`config.mk`:
```
export PLATFORM = sky130hd
export DESIGN_NAME = vectored_interrupt_and_timers
export DESIGN_NICKNAME = d
export VERILOG_FILES = /design/src/hdl/vit_pkg.sv /design/src/hdl/timer_link_if.sv /design/src/hdl/down_timer.sv /design/src/hdl/vectored_interrupt_and_timers.sv
export SDC_FILE = /design/constraint.sdc
export NUM_CORES = 1
export LEC_CHECK = 0
export ABC_AREA = 1
export BUFFER_PORTS_ARGS = -buffer_cell sky130_fd_sc_hd__buf_2
export CELL_PAD_IN_SITES_DETAIL_PLACEMENT = 0
export CELL_PAD_IN_SITES_GLOBAL_PLACEMENT = 1
export CORE_MARGIN = 5
export CORE_UTILIZATION = 37
export DETAILED_ROUTE_END_ITERATION = 16
export PLACE_DENSITY_LB_ADDON = 0.08
export SETUP_SLACK_MARGIN = 0.4
export SLEW_MARGIN = 20
export SYNTH_ARGS = -nofsm -noshare
export SYNTH_HDL_FRONTEND = slang
export SYNTH_HIERARCHICAL = 1
export SYNTH_SLANG_ARGS = --single-unit
```
`constraint.sdc`:
```
create_clock -name clock_in -period 2.5 [get_ports clock_in]
set_clock_uncertainty 0.1 [all_clocks]
set_input_delay 0.5 -clock clock_in [delete_from_list [all_inputs] [get_ports clock_in]]
set_output_delay 0.5 -clock clock_in [all_outputs]
set_load 0.005 [all_outputs]
```
`src/hdl/vit_pkg.sv`:
```
// Purpose: Shared constants of the interrupt and counter/timer block
// Assumes: 8-bit register port, one system clock
// Notes: Offsets are register-file addresses of the control processor
package vit_pkg;
  // ---------------------------------------------------------------
  // Register offsets
  // ---------------------------------------------------------------
  localparam logic [7:0] OFS_INPUT_MODE = 8'hf0; // Comparator routing select
  localparam logic [7:0] OFS_TIMER_MODE = 8'hf1; // Timer mode register
  localparam logic [7:0] OFS_T1_VALUE = 8'hf2; // Timer one initial / count
  localparam logic [7:0] OFS_T1_PRESCALE = 8'hf3; // Timer one prescaler setup
  localparam logic [7:0] OFS_T0_VALUE = 8'hf4; // Timer zero initial / count
  localparam logic [7:0] OFS_T0_PRESCALE = 8'hf5; // Timer zero prescaler setup
  localparam logic [7:0] OFS_PRIORITY = 8'hf9; // Interrupt priority register
  localparam logic [7:0] OFS_REQUEST = 8'hfa; // Interrupt request flags
  localparam logic [7:0] OFS_MASK = 8'hfb; // Interrupt mask register
  localparam logic [7:0] OFS_COPROC_CTRL = 8'hfc; // Coprocessor control register

  // ---------------------------------------------------------------
  // Field positions
  // ---------------------------------------------------------------
  localparam int NUM_REQ = 6; // Number of interrupt requests
  localparam int REQ_PIN_B = 0; // Request from line b / comparator two
  localparam int REQ_PIN_C = 1; // Request from line c, falling only
  localparam int REQ_PIN_A = 2; // Request from line a / comparator one
  localparam int REQ_COPROC = 3; // Request from coprocessor
  localparam int REQ_TIMER0 = 4; // Timer zero end of count
  localparam int REQ_TIMER1 = 5; // Timer one end of count
  localparam int MASK_GLOBAL_BIT = 7; // Global enable in mask register
  localparam int EDGE_A_BIT = 7; // Edge select for line a
  localparam int EDGE_B_BIT = 6; // Edge select for line b
  localparam int TMR_T0_LOAD_BIT = 0; // Write 1: restart timer zero
  localparam int TMR_T0_ENABLE_BIT = 1; // Timer zero count enable
  localparam int TMR_T1_LOAD_BIT = 2; // Write 1: restart timer one
  localparam int TMR_T1_ENABLE_BIT = 3; // Timer one count enable
  localparam int TMR_TIN_LSB = 4; // External input mode, two bits
  localparam int TMR_CASCADE_BIT = 6; // Timer zero drives timer one
  localparam int PRE_CONT_BIT = 0; // Continuous (modulo-n) mode
  localparam int PRE_INTERNAL_BIT = 1; // Timer one internal source
  localparam int PRE_DIV_LSB = 2; // Six-bit divide value
  localparam int COPROC_CLEAR_BIT = 0; // Write 1 clears coprocessor request

  // ---------------------------------------------------------------
  // Reset values and timing counts
  // ---------------------------------------------------------------
  localparam logic [7:0] RESET_BYTE = 8'h00; // Reset value of all registers
  localparam logic [1:0] INT_CLOCK_DIV = 2'h3; // Internal clock divided by four

  // External timer input modes
  typedef enum logic [1:0] {
    TIN_CLOCK, TIN_GATE, TIN_TRIGGER, TIN_RETRIGGER
  } tin_mode_e;
endpackage

```
`src/hdl/timer_link_if.sv`:
```
// Purpose: Carries setup and status between controller and one timer
// Assumes: One clock domain
// Notes: The controller owns setup, the timer owns count and expiry
`timescale 1ns/100ps
interface timer_link_if;
  logic tick; // Source clock pulse into the prescaler
  logic load; // Restart from initial value
  logic enable; // Counting allowed
  logic continuous; // Reload at zero instead of stopping
  logic [7:0] initial_value; // Initial count, zero means 256
  logic [5:0] prescale; // Divide value, zero means 64
  logic [7:0] count; // Present count
  logic expired; // One-cycle end-of-count pulse
  logic stopped; // Single pass finished

  modport ctrl (output tick, load, enable, continuous, initial_value, prescale,
    input count, expired, stopped);
  modport unit (input tick, load, enable, continuous, initial_value, prescale,
    output count, expired, stopped);
endinterface

```
`src/hdl/down_timer.sv`:
```
// Purpose: One 8-bit down counter with its 6-bit prescaler
// Assumes: tick is a one-cycle pulse of the source clock
// Notes: Prescaler state is internal and never read back
`timescale 1ns/100ps
module down_timer (
  input wire logic clock_in,
  input wire logic resetn_in,
  timer_link_if.unit link
);
  logic [5:0] prescale_count; // Source pulses left in this period
  logic [7:0] count; // Counter value
  logic stopped; // Single pass reached zero
  logic expired; // End-of-count pulse

  assign link.count = count;
  assign link.expired = expired;
  assign link.stopped = stopped;

  // ---------------------------------------------------------------
  // Prescaler and counter
  // ---------------------------------------------------------------
  // Divide 1..64 by counting down from the programmed value to one; zero
  // wraps to 64 because the count wraps to 63 and reaches one after 63 decrements
  always_ff @(posedge clock_in or negedge resetn_in) begin
    if (!resetn_in) begin
      prescale_count <= 6'h00;
      count <= 8'h00;
      stopped <= 1'b1;
      expired <= 1'b0;
    end else begin
      expired <= 1'b0;
      if (link.load) begin
        // Restart from the initial value
        prescale_count <= link.prescale;
        count <= link.initial_value;
        stopped <= 1'b0;
      end else if (link.enable && !stopped && link.tick) begin
        if (prescale_count == 6'h01) begin
          prescale_count <= link.prescale;
          // Counter steps once per prescaler period
          count <= count - 8'h01;
          if (count == 8'h01) begin
            expired <= 1'b1;
            if (link.continuous) begin
              count <= link.initial_value;
            end else begin
              stopped <= 1'b1;
            end
          end
        end else begin
          prescale_count <= prescale_count - 6'h01;
        end
      end
    end
  end
endmodule // down_timer

```
`src/hdl/vectored_interrupt_and_timers.sv`:
```
// Purpose: Six prioritised vectored interrupt requests and two timers
// Assumes: Pins, comparators and coprocessor request are synchronous
// Notes: The processor performs the stacking; this block starts it
//
// Local design decision: the address-and-strobe port.
`timescale 1ns/100ps
module vectored_interrupt_and_timers (
  input wire logic clock_in,
  input wire logic resetn_in,
  input wire logic [7:0] address_in,
  input wire logic [7:0] write_data_in,
  input wire logic write_in,
  input wire logic read_in,
  output logic [7:0] read_data_out,
  input wire logic port_three_line_a_in,
  input wire logic port_three_line_b_in,
  input wire logic port_three_line_c_in,
  input wire logic comparator_one_input_in,
  input wire logic comparator_two_input_in,
  input wire logic coprocessor_request_in,
  input wire logic halt_in,
  output logic interrupt_cycle_out,
  output logic [7:0] vector_address_out,
  output logic wake_out
);
  // ---------------------------------------------------------------
  // Decoding helpers
  // ---------------------------------------------------------------
  // Rotating priority: search starts at the programmed request
  function automatic logic [2:0] pick_request(input logic [5:0] pending,
    input logic [2:0] first);
    logic [2:0] chosen;
    logic found;
    logic [2:0] idx;
    chosen = 3'h0;
    found = 1'b0;
    idx = (first > 3'h5) ? 3'h0 : first;
    for (int i = 0; i < vit_pkg::NUM_REQ; i++) begin
      if (!found && pending[idx]) begin
        chosen = idx;
        found = 1'b1;
      end
      idx = (idx == 3'h5) ? 3'h0 : idx + 3'h1;
    end
    return chosen;
  endfunction

  // Write strobe aimed at one register
  function automatic logic hit(input logic strobe, input logic [7:0] addr,
    input logic [7:0] offset);
    return strobe && (addr == offset);
  endfunction

  // ---------------------------------------------------------------
  // Registers
  // ---------------------------------------------------------------
  logic [7:0] interrupt_mask_register; // Bit 7 global, 5:0 per request
  logic [7:0] interrupt_priority_register; // Bits 2:0 first request
  logic [5:0] request_flags; // Pending requests
  logic [1:0] edge_select; // Bits 7,6 of request register
  logic [7:0] timer_mode_register; // Timer control and input mode
  logic [7:0] t0_prescale_reg; // Timer zero prescaler setup
  logic [7:0] t1_prescale_reg; // Timer one prescaler setup
  logic [7:0] t0_initial; // Timer zero initial value
  logic [7:0] t1_initial; // Timer one initial value
  logic analog_select; // Comparators replace lines a and b
  logic t0_load; // Restart pulse for timer zero
  logic t1_soft_load; // Restart pulse for timer one from software
  logic [1:0] div_count; // Internal clock divide-by-four
  logic div_tick; // One pulse every fourth clock
  logic [7:0] read_data; // Registered read answer
  logic interrupt_cycle; // Grant pulse
  logic [7:0] vector_address; // Vector byte address
  logic wake; // Halt release

  // Previous samples for edge detection
  logic prev_a, prev_b, prev_c, prev_coproc;
  logic next_src_a, next_src_b; // Selected sources for lines a and b
  logic rise_a, fall_a, rise_b, fall_b, fall_c, fall_coproc;
  logic [5:0] set_events; // Edges and timer ends this cycle
  logic [5:0] enabled_pending; // Pending and individually enabled
  logic grant; // Grant this cycle
  logic [2:0] granted_index; // Which request is granted
  logic [5:0] grant_clear; // Flag cleared by the grant
  logic mask_write; // Software writes the mask register

  timer_link_if t0_link ();
  timer_link_if t1_link ();

  assign read_data_out = read_data;
  assign interrupt_cycle_out = interrupt_cycle;
  assign vector_address_out = vector_address;
  assign wake_out = wake;

  // ---------------------------------------------------------------
  // Edge detection
  // ---------------------------------------------------------------
  // Comparator outputs take the pin's place when analog is selected
  assign next_src_a = analog_select ? comparator_one_input_in : port_three_line_a_in;
  assign next_src_b = analog_select ? comparator_two_input_in : port_three_line_b_in;

  // Sample every source once per clock for a synchronous compare
  always_ff @(posedge clock_in or negedge resetn_in) begin
    if (!resetn_in) begin
      prev_a <= 1'b0;
      prev_b <= 1'b0;
      prev_c <= 1'b0;
      prev_coproc <= 1'b0;
    end else begin
      prev_a <= next_src_a;
      prev_b <= next_src_b;
      prev_c <= port_three_line_c_in;
      prev_coproc <= coprocessor_request_in;
    end
  end

  assign rise_a = next_src_a && !prev_a;
  assign fall_a = !next_src_a && prev_a;
  assign rise_b = next_src_b && !prev_b;
  assign fall_b = !next_src_b && prev_b;
  assign fall_c = !port_three_line_c_in && prev_c;
  assign fall_coproc = !coprocessor_request_in && prev_coproc;

  // Edge choice: 00 fall/fall, 01 a fall b rise, 10 a rise b fall, 11 both
  always_comb begin
    set_events = 6'h00;
    set_events[vit_pkg::REQ_PIN_A] = (edge_select[1] && rise_a) ||
      ((!edge_select[1] || edge_select[0]) && fall_a);
    set_events[vit_pkg::REQ_PIN_B] = (edge_select[0] && rise_b) ||
      ((!edge_select[0] || edge_select[1]) && fall_b);
    set_events[vit_pkg::REQ_PIN_C] = fall_c;
    set_events[vit_pkg::REQ_COPROC] = fall_coproc;
    set_events[vit_pkg::REQ_TIMER0] = t0_link.expired;
    set_events[vit_pkg::REQ_TIMER1] = t1_link.expired;
  end

  // ---------------------------------------------------------------
  // Priority and grant
  // ---------------------------------------------------------------
  assign enabled_pending = request_flags & interrupt_mask_register[5:0];
  // One grant at a time; a grant clears the global enable at once
  assign grant = interrupt_mask_register[vit_pkg::MASK_GLOBAL_BIT] &&
    (|enabled_pending) && !interrupt_cycle;
  assign granted_index = pick_request(enabled_pending, interrupt_priority_register[2:0]);
  assign grant_clear = grant ? (6'h01 << granted_index) : 6'h00;
  assign mask_write = hit(write_in, address_in, vit_pkg::OFS_MASK);

  // Start the interrupt machine cycle and present the vector location
  always_ff @(posedge clock_in or negedge resetn_in) begin
    if (!resetn_in) begin
      interrupt_cycle <= 1'b0;
      vector_address <= vit_pkg::RESET_BYTE;
    end else begin
      interrupt_cycle <= grant;
      if (grant) begin
        vector_address <= {4'h0, granted_index, 1'b0};
      end
    end
  end

  // Halt release on any enabled request, including masked-off global
  always_ff @(posedge clock_in or negedge resetn_in) begin
    if (!resetn_in) begin
      wake <= 1'b0;
    end else begin
      wake <= halt_in && (|enabled_pending);
    end
  end

  // ---------------------------------------------------------------
  // Request flags
  // ---------------------------------------------------------------
  // Flags latch even while masked so software can poll them; a new
  // event wins over a software clear or a grant in the same cycle
  always_ff @(posedge clock_in or negedge resetn_in) begin
    if (!resetn_in) begin
      request_flags <= 6'h00;
      edge_select <= 2'h0;
    end else begin
      if (hit(write_in, address_in, vit_pkg::OFS_REQUEST)) begin
        edge_select <= write_data_in[vit_pkg::EDGE_A_BIT -: 2];
        request_flags <= write_data_in[5:0] | set_events;
      end else begin
        request_flags <= (request_flags & ~grant_clear) | set_events;
        if (hit(write_in, address_in, vit_pkg::OFS_COPROC_CTRL) &&
            write_data_in[vit_pkg::COPROC_CLEAR_BIT]) begin
          // Clear of coprocessor request; a new edge still wins
          request_flags[vit_pkg::REQ_COPROC] <= set_events[vit_pkg::REQ_COPROC];
        end
      end
    end
  end

  // ---------------------------------------------------------------
  // Mask, priority and mode registers
  // ---------------------------------------------------------------
  // Grant drops the global enable; software sets it again when done
  always_ff @(posedge clock_in or negedge resetn_in) begin
    if (!resetn_in) begin
      interrupt_mask_register <= vit_pkg::RESET_BYTE;
    end else if (mask_write) begin
      interrupt_mask_register <= write_data_in;
    end else if (grant) begin
      interrupt_mask_register[vit_pkg::MASK_GLOBAL_BIT] <= 1'b0;
    end
  end

  // Plain configuration registers
  always_ff @(posedge clock_in or negedge resetn_in) begin
    if (!resetn_in) begin
      interrupt_priority_register <= vit_pkg::RESET_BYTE;
      analog_select <= 1'b0;
      t0_prescale_reg <= vit_pkg::RESET_BYTE;
      t1_prescale_reg <= vit_pkg::RESET_BYTE;
      t0_initial <= vit_pkg::RESET_BYTE;
      t1_initial <= vit_pkg::RESET_BYTE;
    end else if (write_in) begin
      unique case (address_in)
        vit_pkg::OFS_PRIORITY: interrupt_priority_register <= write_data_in;
        vit_pkg::OFS_INPUT_MODE: analog_select <= write_data_in[0];
        vit_pkg::OFS_T0_PRESCALE: t0_prescale_reg <= write_data_in;
        vit_pkg::OFS_T1_PRESCALE: t1_prescale_reg <= write_data_in;
        vit_pkg::OFS_T0_VALUE: t0_initial <= write_data_in;
        vit_pkg::OFS_T1_VALUE: t1_initial <= write_data_in;
        default: ; // Other offsets handled elsewhere or ignored
      endcase
    end
  end

  // Timer mode; load bits are self-clearing pulses
  always_ff @(posedge clock_in or negedge resetn_in) begin
    if (!resetn_in) begin
      timer_mode_register <= vit_pkg::RESET_BYTE;
      t0_load <= 1'b0;
      t1_soft_load <= 1'b0;
    end else begin
      t0_load <= 1'b0;
      t1_soft_load <= 1'b0;
      if (hit(write_in, address_in, vit_pkg::OFS_TIMER_MODE)) begin
        timer_mode_register <= write_data_in;
        t0_load <= write_data_in[vit_pkg::TMR_T0_LOAD_BIT];
        t1_soft_load <= write_data_in[vit_pkg::TMR_T1_LOAD_BIT];
        timer_mode_register[vit_pkg::TMR_T0_LOAD_BIT] <= 1'b0;
        timer_mode_register[vit_pkg::TMR_T1_LOAD_BIT] <= 1'b0;
      end
    end
  end

  // ---------------------------------------------------------------
  // Timer sources
  // ---------------------------------------------------------------
  // Internal timer clock is the processor clock divided by four
  always_ff @(posedge clock_in or negedge resetn_in) begin
    if (!resetn_in) begin
      div_count <= 2'h0;
      div_tick <= 1'b0;
    end else begin
      div_count <= div_count + 2'h1;
      div_tick <= (div_count == vit_pkg::INT_CLOCK_DIV);
    end
  end

  vit_pkg::tin_mode_e tin_mode; // External input use
  logic t1_tick; // Source pulse for timer one
  logic t1_trigger; // Trigger-mode restart of timer one

  assign tin_mode = vit_pkg::tin_mode_e'(timer_mode_register[vit_pkg::TMR_TIN_LSB +: 2]);

  // Timer one source: cascade, internal (optionally gated) or line a
  always_comb begin
    t1_tick = div_tick;
    t1_trigger = 1'b0;
    if (timer_mode_register[vit_pkg::TMR_CASCADE_BIT]) begin
      t1_tick = t0_link.expired;
    end else if (!t1_prescale_reg[vit_pkg::PRE_INTERNAL_BIT]) begin
      unique case (tin_mode)
        vit_pkg::TIN_CLOCK: t1_tick = fall_a;
        vit_pkg::TIN_GATE: t1_tick = div_tick && next_src_a;
        vit_pkg::TIN_TRIGGER: t1_trigger = fall_a && t1_link.stopped;
        vit_pkg::TIN_RETRIGGER: t1_trigger = fall_a;
      endcase
    end
  end

  // ---------------------------------------------------------------
  // Timer instances
  // ---------------------------------------------------------------
  assign t0_link.tick = div_tick;
  assign t0_link.load = t0_load;
  assign t0_link.enable = timer_mode_register[vit_pkg::TMR_T0_ENABLE_BIT];
  assign t0_link.continuous = t0_prescale_reg[vit_pkg::PRE_CONT_BIT];
  assign t0_link.initial_value = t0_initial;
  assign t0_link.prescale = t0_prescale_reg[vit_pkg::PRE_DIV_LSB +: 6];

  assign t1_link.tick = t1_tick;
  assign t1_link.load = t1_soft_load || t1_trigger;
  assign t1_link.enable = timer_mode_register[vit_pkg::TMR_T1_ENABLE_BIT];
  assign t1_link.continuous = t1_prescale_reg[vit_pkg::PRE_CONT_BIT];
  assign t1_link.initial_value = t1_initial;
  assign t1_link.prescale = t1_prescale_reg[vit_pkg::PRE_DIV_LSB +: 6];

  down_timer timer_zero (
    .clock_in(clock_in),
    .resetn_in(resetn_in),
    .link(t0_link)
  );

  down_timer timer_one (
    .clock_in(clock_in),
    .resetn_in(resetn_in),
    .link(t1_link)
  );

  // ---------------------------------------------------------------
  // Read port
  // ---------------------------------------------------------------
  // Answer stands one cycle after the strobe; prescalers read as zero
  always_ff @(posedge clock_in or negedge resetn_in) begin
    if (!resetn_in) begin
      read_data <= vit_pkg::RESET_BYTE;
    end else if (read_in) begin
      unique case (address_in)
        vit_pkg::OFS_REQUEST: read_data <= {edge_select, request_flags};
        vit_pkg::OFS_MASK: read_data <= interrupt_mask_register;
        vit_pkg::OFS_PRIORITY: read_data <= interrupt_priority_register;
        vit_pkg::OFS_TIMER_MODE: read_data <= timer_mode_register;
        vit_pkg::OFS_INPUT_MODE: read_data <= {7'h00, analog_select};
        vit_pkg::OFS_T0_VALUE: read_data <= t0_link.count;
        vit_pkg::OFS_T1_VALUE: read_data <= t1_link.count;
        vit_pkg::OFS_COPROC_CTRL: read_data <= {7'h00, request_flags[vit_pkg::REQ_COPROC]};
        default: read_data <= vit_pkg::RESET_BYTE;
      endcase
    end else begin
      read_data <= vit_pkg::RESET_BYTE;
    end
  end
endmodule // vectored_interrupt_and_timers

```
==> reports/qor.csv <==
metric,value,unit
cts_tree,built,
crit_required,2.70,ns
p_per_area,723,mW/mm^2
tightest_slew,0.602,ns
netSwitchingPower,1.78,mW
drc,0,
path_cells,buf_4 > nor2_8 > nand2_4 > nand2_4 > nand2_2 > nand2_4 > nand3_4 > nor2_8 > nand3_1 > nand3_4 > nand3_2 > nand2_1 > nand3_1,
drive_gt1_share,25.9,%
r2r_start,interrupt_priority_register[1],
via_count,5934,
clkLatencyLatePin,0.42,ns
grt_pass1_wl,31000,um
crit_arrival,2.45,ns
drt-pass1-iter-count,5,
die_w,144,um
syn-instance-count,860,
syn_area,0.00667,mm^2
clkPwrFrac,44.4,%
grt_usage,19.5,%
async_reset_ff_share,100,%
internal_power,4.24,mW
netlist-cell-type-count,47,
wl_per_cell,16.6,um
area_delta_synth_final,24.8,%
holdPathEnd,prev_coproc,
critPathMaxStageDelay,0.45,ns
hold_path_depth,1,
ctsLongestPathBuffers,2,
hold_path_startpoint,coprocessor_request_in,
reg2reg_depth,13,
dp.cells,1134,
grt_overflow,0,
dr.first_iter.drc_count,413,
crit_type,register to register,
h-tree-depth,4,
ir_worst_vdd,0.467,mV
hp-class,primary input to register,
synth_edf_count,0,
finalCriticalPeriod,2.24,ns
swShare,29.6,%
slew_headroom,59.8,%
grt_max_degree,51,
pwr-share-seq,35.8,%
ys.warnings.count,6,
io_pins,45,
place_ws,0.152,ns
min_period_over_period,89.7,%
cts.sinks,116,
cts_root_buf,clkbuf_16,
slew_violations,0,
layout_setup_ws,0.258,ns
initial_core_util,37.4,%
worst-path-buf-inv,1,
ys.flop_type,dfrtp_1,
regArea,0.00291,mm^2
multi_input_area,0.00348,mm^2
fillers,1776,
hpwlAfterDp,14500,um
path_delay_family,simple AND/OR/NAND/NOR gates,
grt_pass1_vias,5767,
num_rows,49,
synth_area_per_cell,7.75,um^2
layout.nets,982,
outcome,"complete, no violations",
startpoint_type,register,
synth-seq-cells,116,
worstPathMaxFanout,7,
drt-total-wl,19700,um
numPortBuffers,39,
end_kind,register,
maxCapViolCount,0,
place.gp.congestion,0.888,
fin_cells,1188,
clk_pin_slew_worst_paths,0.06,ns
r2r-end,request_flags[3],
coreArea,0.0178,mm^2
synth_seq_area_share,43.6,%
rrSetupSlack,0.26,ns
finalSetupViolations,0,
max_freq,446,MHz
timing_hold_violations_final,0,
leakagePower,4.04,nW
power_frac_comb,19.8,%
worst_path_most_repeated_cell,nand2_4,
rsz0062_at_grt,yes,
dieArea,0.0208,mm^2
critPathSlowestCell,dfrtp_2,
antenna_found_initial,0,
die_h,144,um
diodes,0,
routed_via_density,4.99,
ant_nets,0,
setup_tns,0,ns
cts-buffers-inserted,17,
[Yosys cell counts (3+ instances only)]
cell | count | area [um^2]
xor2_1 | 4 | 35.0
clkinv_1 | 3 | 11.3
nor2_1 | 45 | 169
inv_1 | 99 | 372
o21ai_1 | 8 | 40.0
a31oi_1 | 9 | 56.3
inv_2 | 15 | 56.3
nand2_4 | 10 | 113
a21oi_1 | 17 | 85.1
nand3_1 | 59 | 295
nand3_2 | 23 | 230
nor3_2 | 3 | 30.0
ha_1 | 9 | 113
nand4_1 | 10 | 62.6
nor3_1 | 5 | 25.0
o21ai_0 | 72 | 360
nand2_2 | 17 | 106
buf_4 | 6 | 45.0
a221oi_1 | 7 | 61.3
nor2_2 | 5 | 31.3
nand2_1 | 272 | 1020
nor2_4 | 8 | 90.1
clkbuf_1 | 7 | 26.3
dfrtp_1 | 114 | 2850
[layer usage]
metal / share of wire, % / global-route usage (%) / vias to the layer above
li1: - / - / 2935
met1: 44 / 25.5 / 2838
met2: 49 / 32.8 / 130
met3: 4.4 / 3.41 / 31
met4: 2.1 / 6.73 / 0
met5: 0 / 0 / -
[cell usage in the layout (no fill, tap or decap), drive strengths merged]
cell type	n
a221oi	7
o21ai	81
ha	9
inv	116
o2bb2ai	1
buf	74
nor3	8
or2	3
o21bai	2
o22ai	1
nor2	60
a31oi	9
o2111ai	2
a211oi	1
a21boi	1
a22o	1
bufinv	5
o211ai	1
xnor2	2
nand2	302
clkinv	12
a21oi	18
dfrtp	114
nand3	83
clkbuf	18
xor2	4
clkinvlp	3
nand4	12
dlygate4sd3	1
dfstp	2
conb	5
a22oi	1
[power by group through the flow]
stage / Clock (mW) / Sequential (mW) / Combinational (mW)
after floorplan: 0 / 2.14 / 0.772
after global placement: 0 / 2.18 / 1.01
after detailed placement: 0 / 2.18 / 1.02
after CTS: 2.73 / 2.15 / 1.10
after global routing: 2.81 / 2.17 / 1.35
final: 2.67 / 2.15 / 1.19
[per-stage QoR]
stage / hold slack, ns / power [mW] / utilization, % / area [um^2]
3_5_place_dp: 0.335 / 3.20 / 40.4 / 7220
6_report: 0.102 / 6.02 / 46.6 / 8320
2_1_floorplan: 0.104 / 2.91 / - / 6680
3_3_place_gp: 0.311 / 3.18 / 40.4 / 7220
5_1_grt: 0.0870 / 6.33 / 46.6 / 8320
4_1_cts: 0.0841 / 5.97 / 45.0 / 8030
[worst register-to-register path, delay by kind of cell (launching register included)]
| kind | cells | cell delay, ns |
|---|---|---|
| simple gates | 12 | 1.41 |
| flops | 1 | 0.45 |
| buf+inv | 1 | 0.17 |
[layout make-up]
type,count,share of cell area [%]
multi-input combinational,614,41.9
sequential,116,35.0
timing repair buffer,75,5.98
inverter,121,5.94
clock buffer,18,5.16
tap,229,3.44
clock inverter,14,2.53
timing repair inverter,1,0.105
[cells by family after synthesis]
group           synth area share (%)
compound gates                  10.7
xor+xnor                       0.788
fa+ha+maj                       1.69
buf+inv                         8.50
flops                           43.6
other cells                   0.0563
simple gates                    34.7
[timing repair]
action,CTS,global route
gates resized for setup,24,54
cloned,0,2
hold endpoints to repair,27,0
setup endpoints to repair,18,25
hold buffers,1,0
setup buffers,11,8
pin swaps,14,29
[worst max path at each step]
stage,endpoint,from,depth (start not counted)
4_1_cts,request_flags[3],interrupt_priority_register[1],15
3_3_place_gp,read_data_out[2],address_in[6],7
6_report,request_flags[3],interrupt_priority_register[1],13
3_5_place_dp,request_flags[2],interrupt_priority_register[1],17
2_1_floorplan,request_flags[1],interrupt_priority_register[2],16
5_1_grt,request_flags[2],interrupt_priority_register[1],17
No activity file was read; power rests on OpenSTA's default activity.
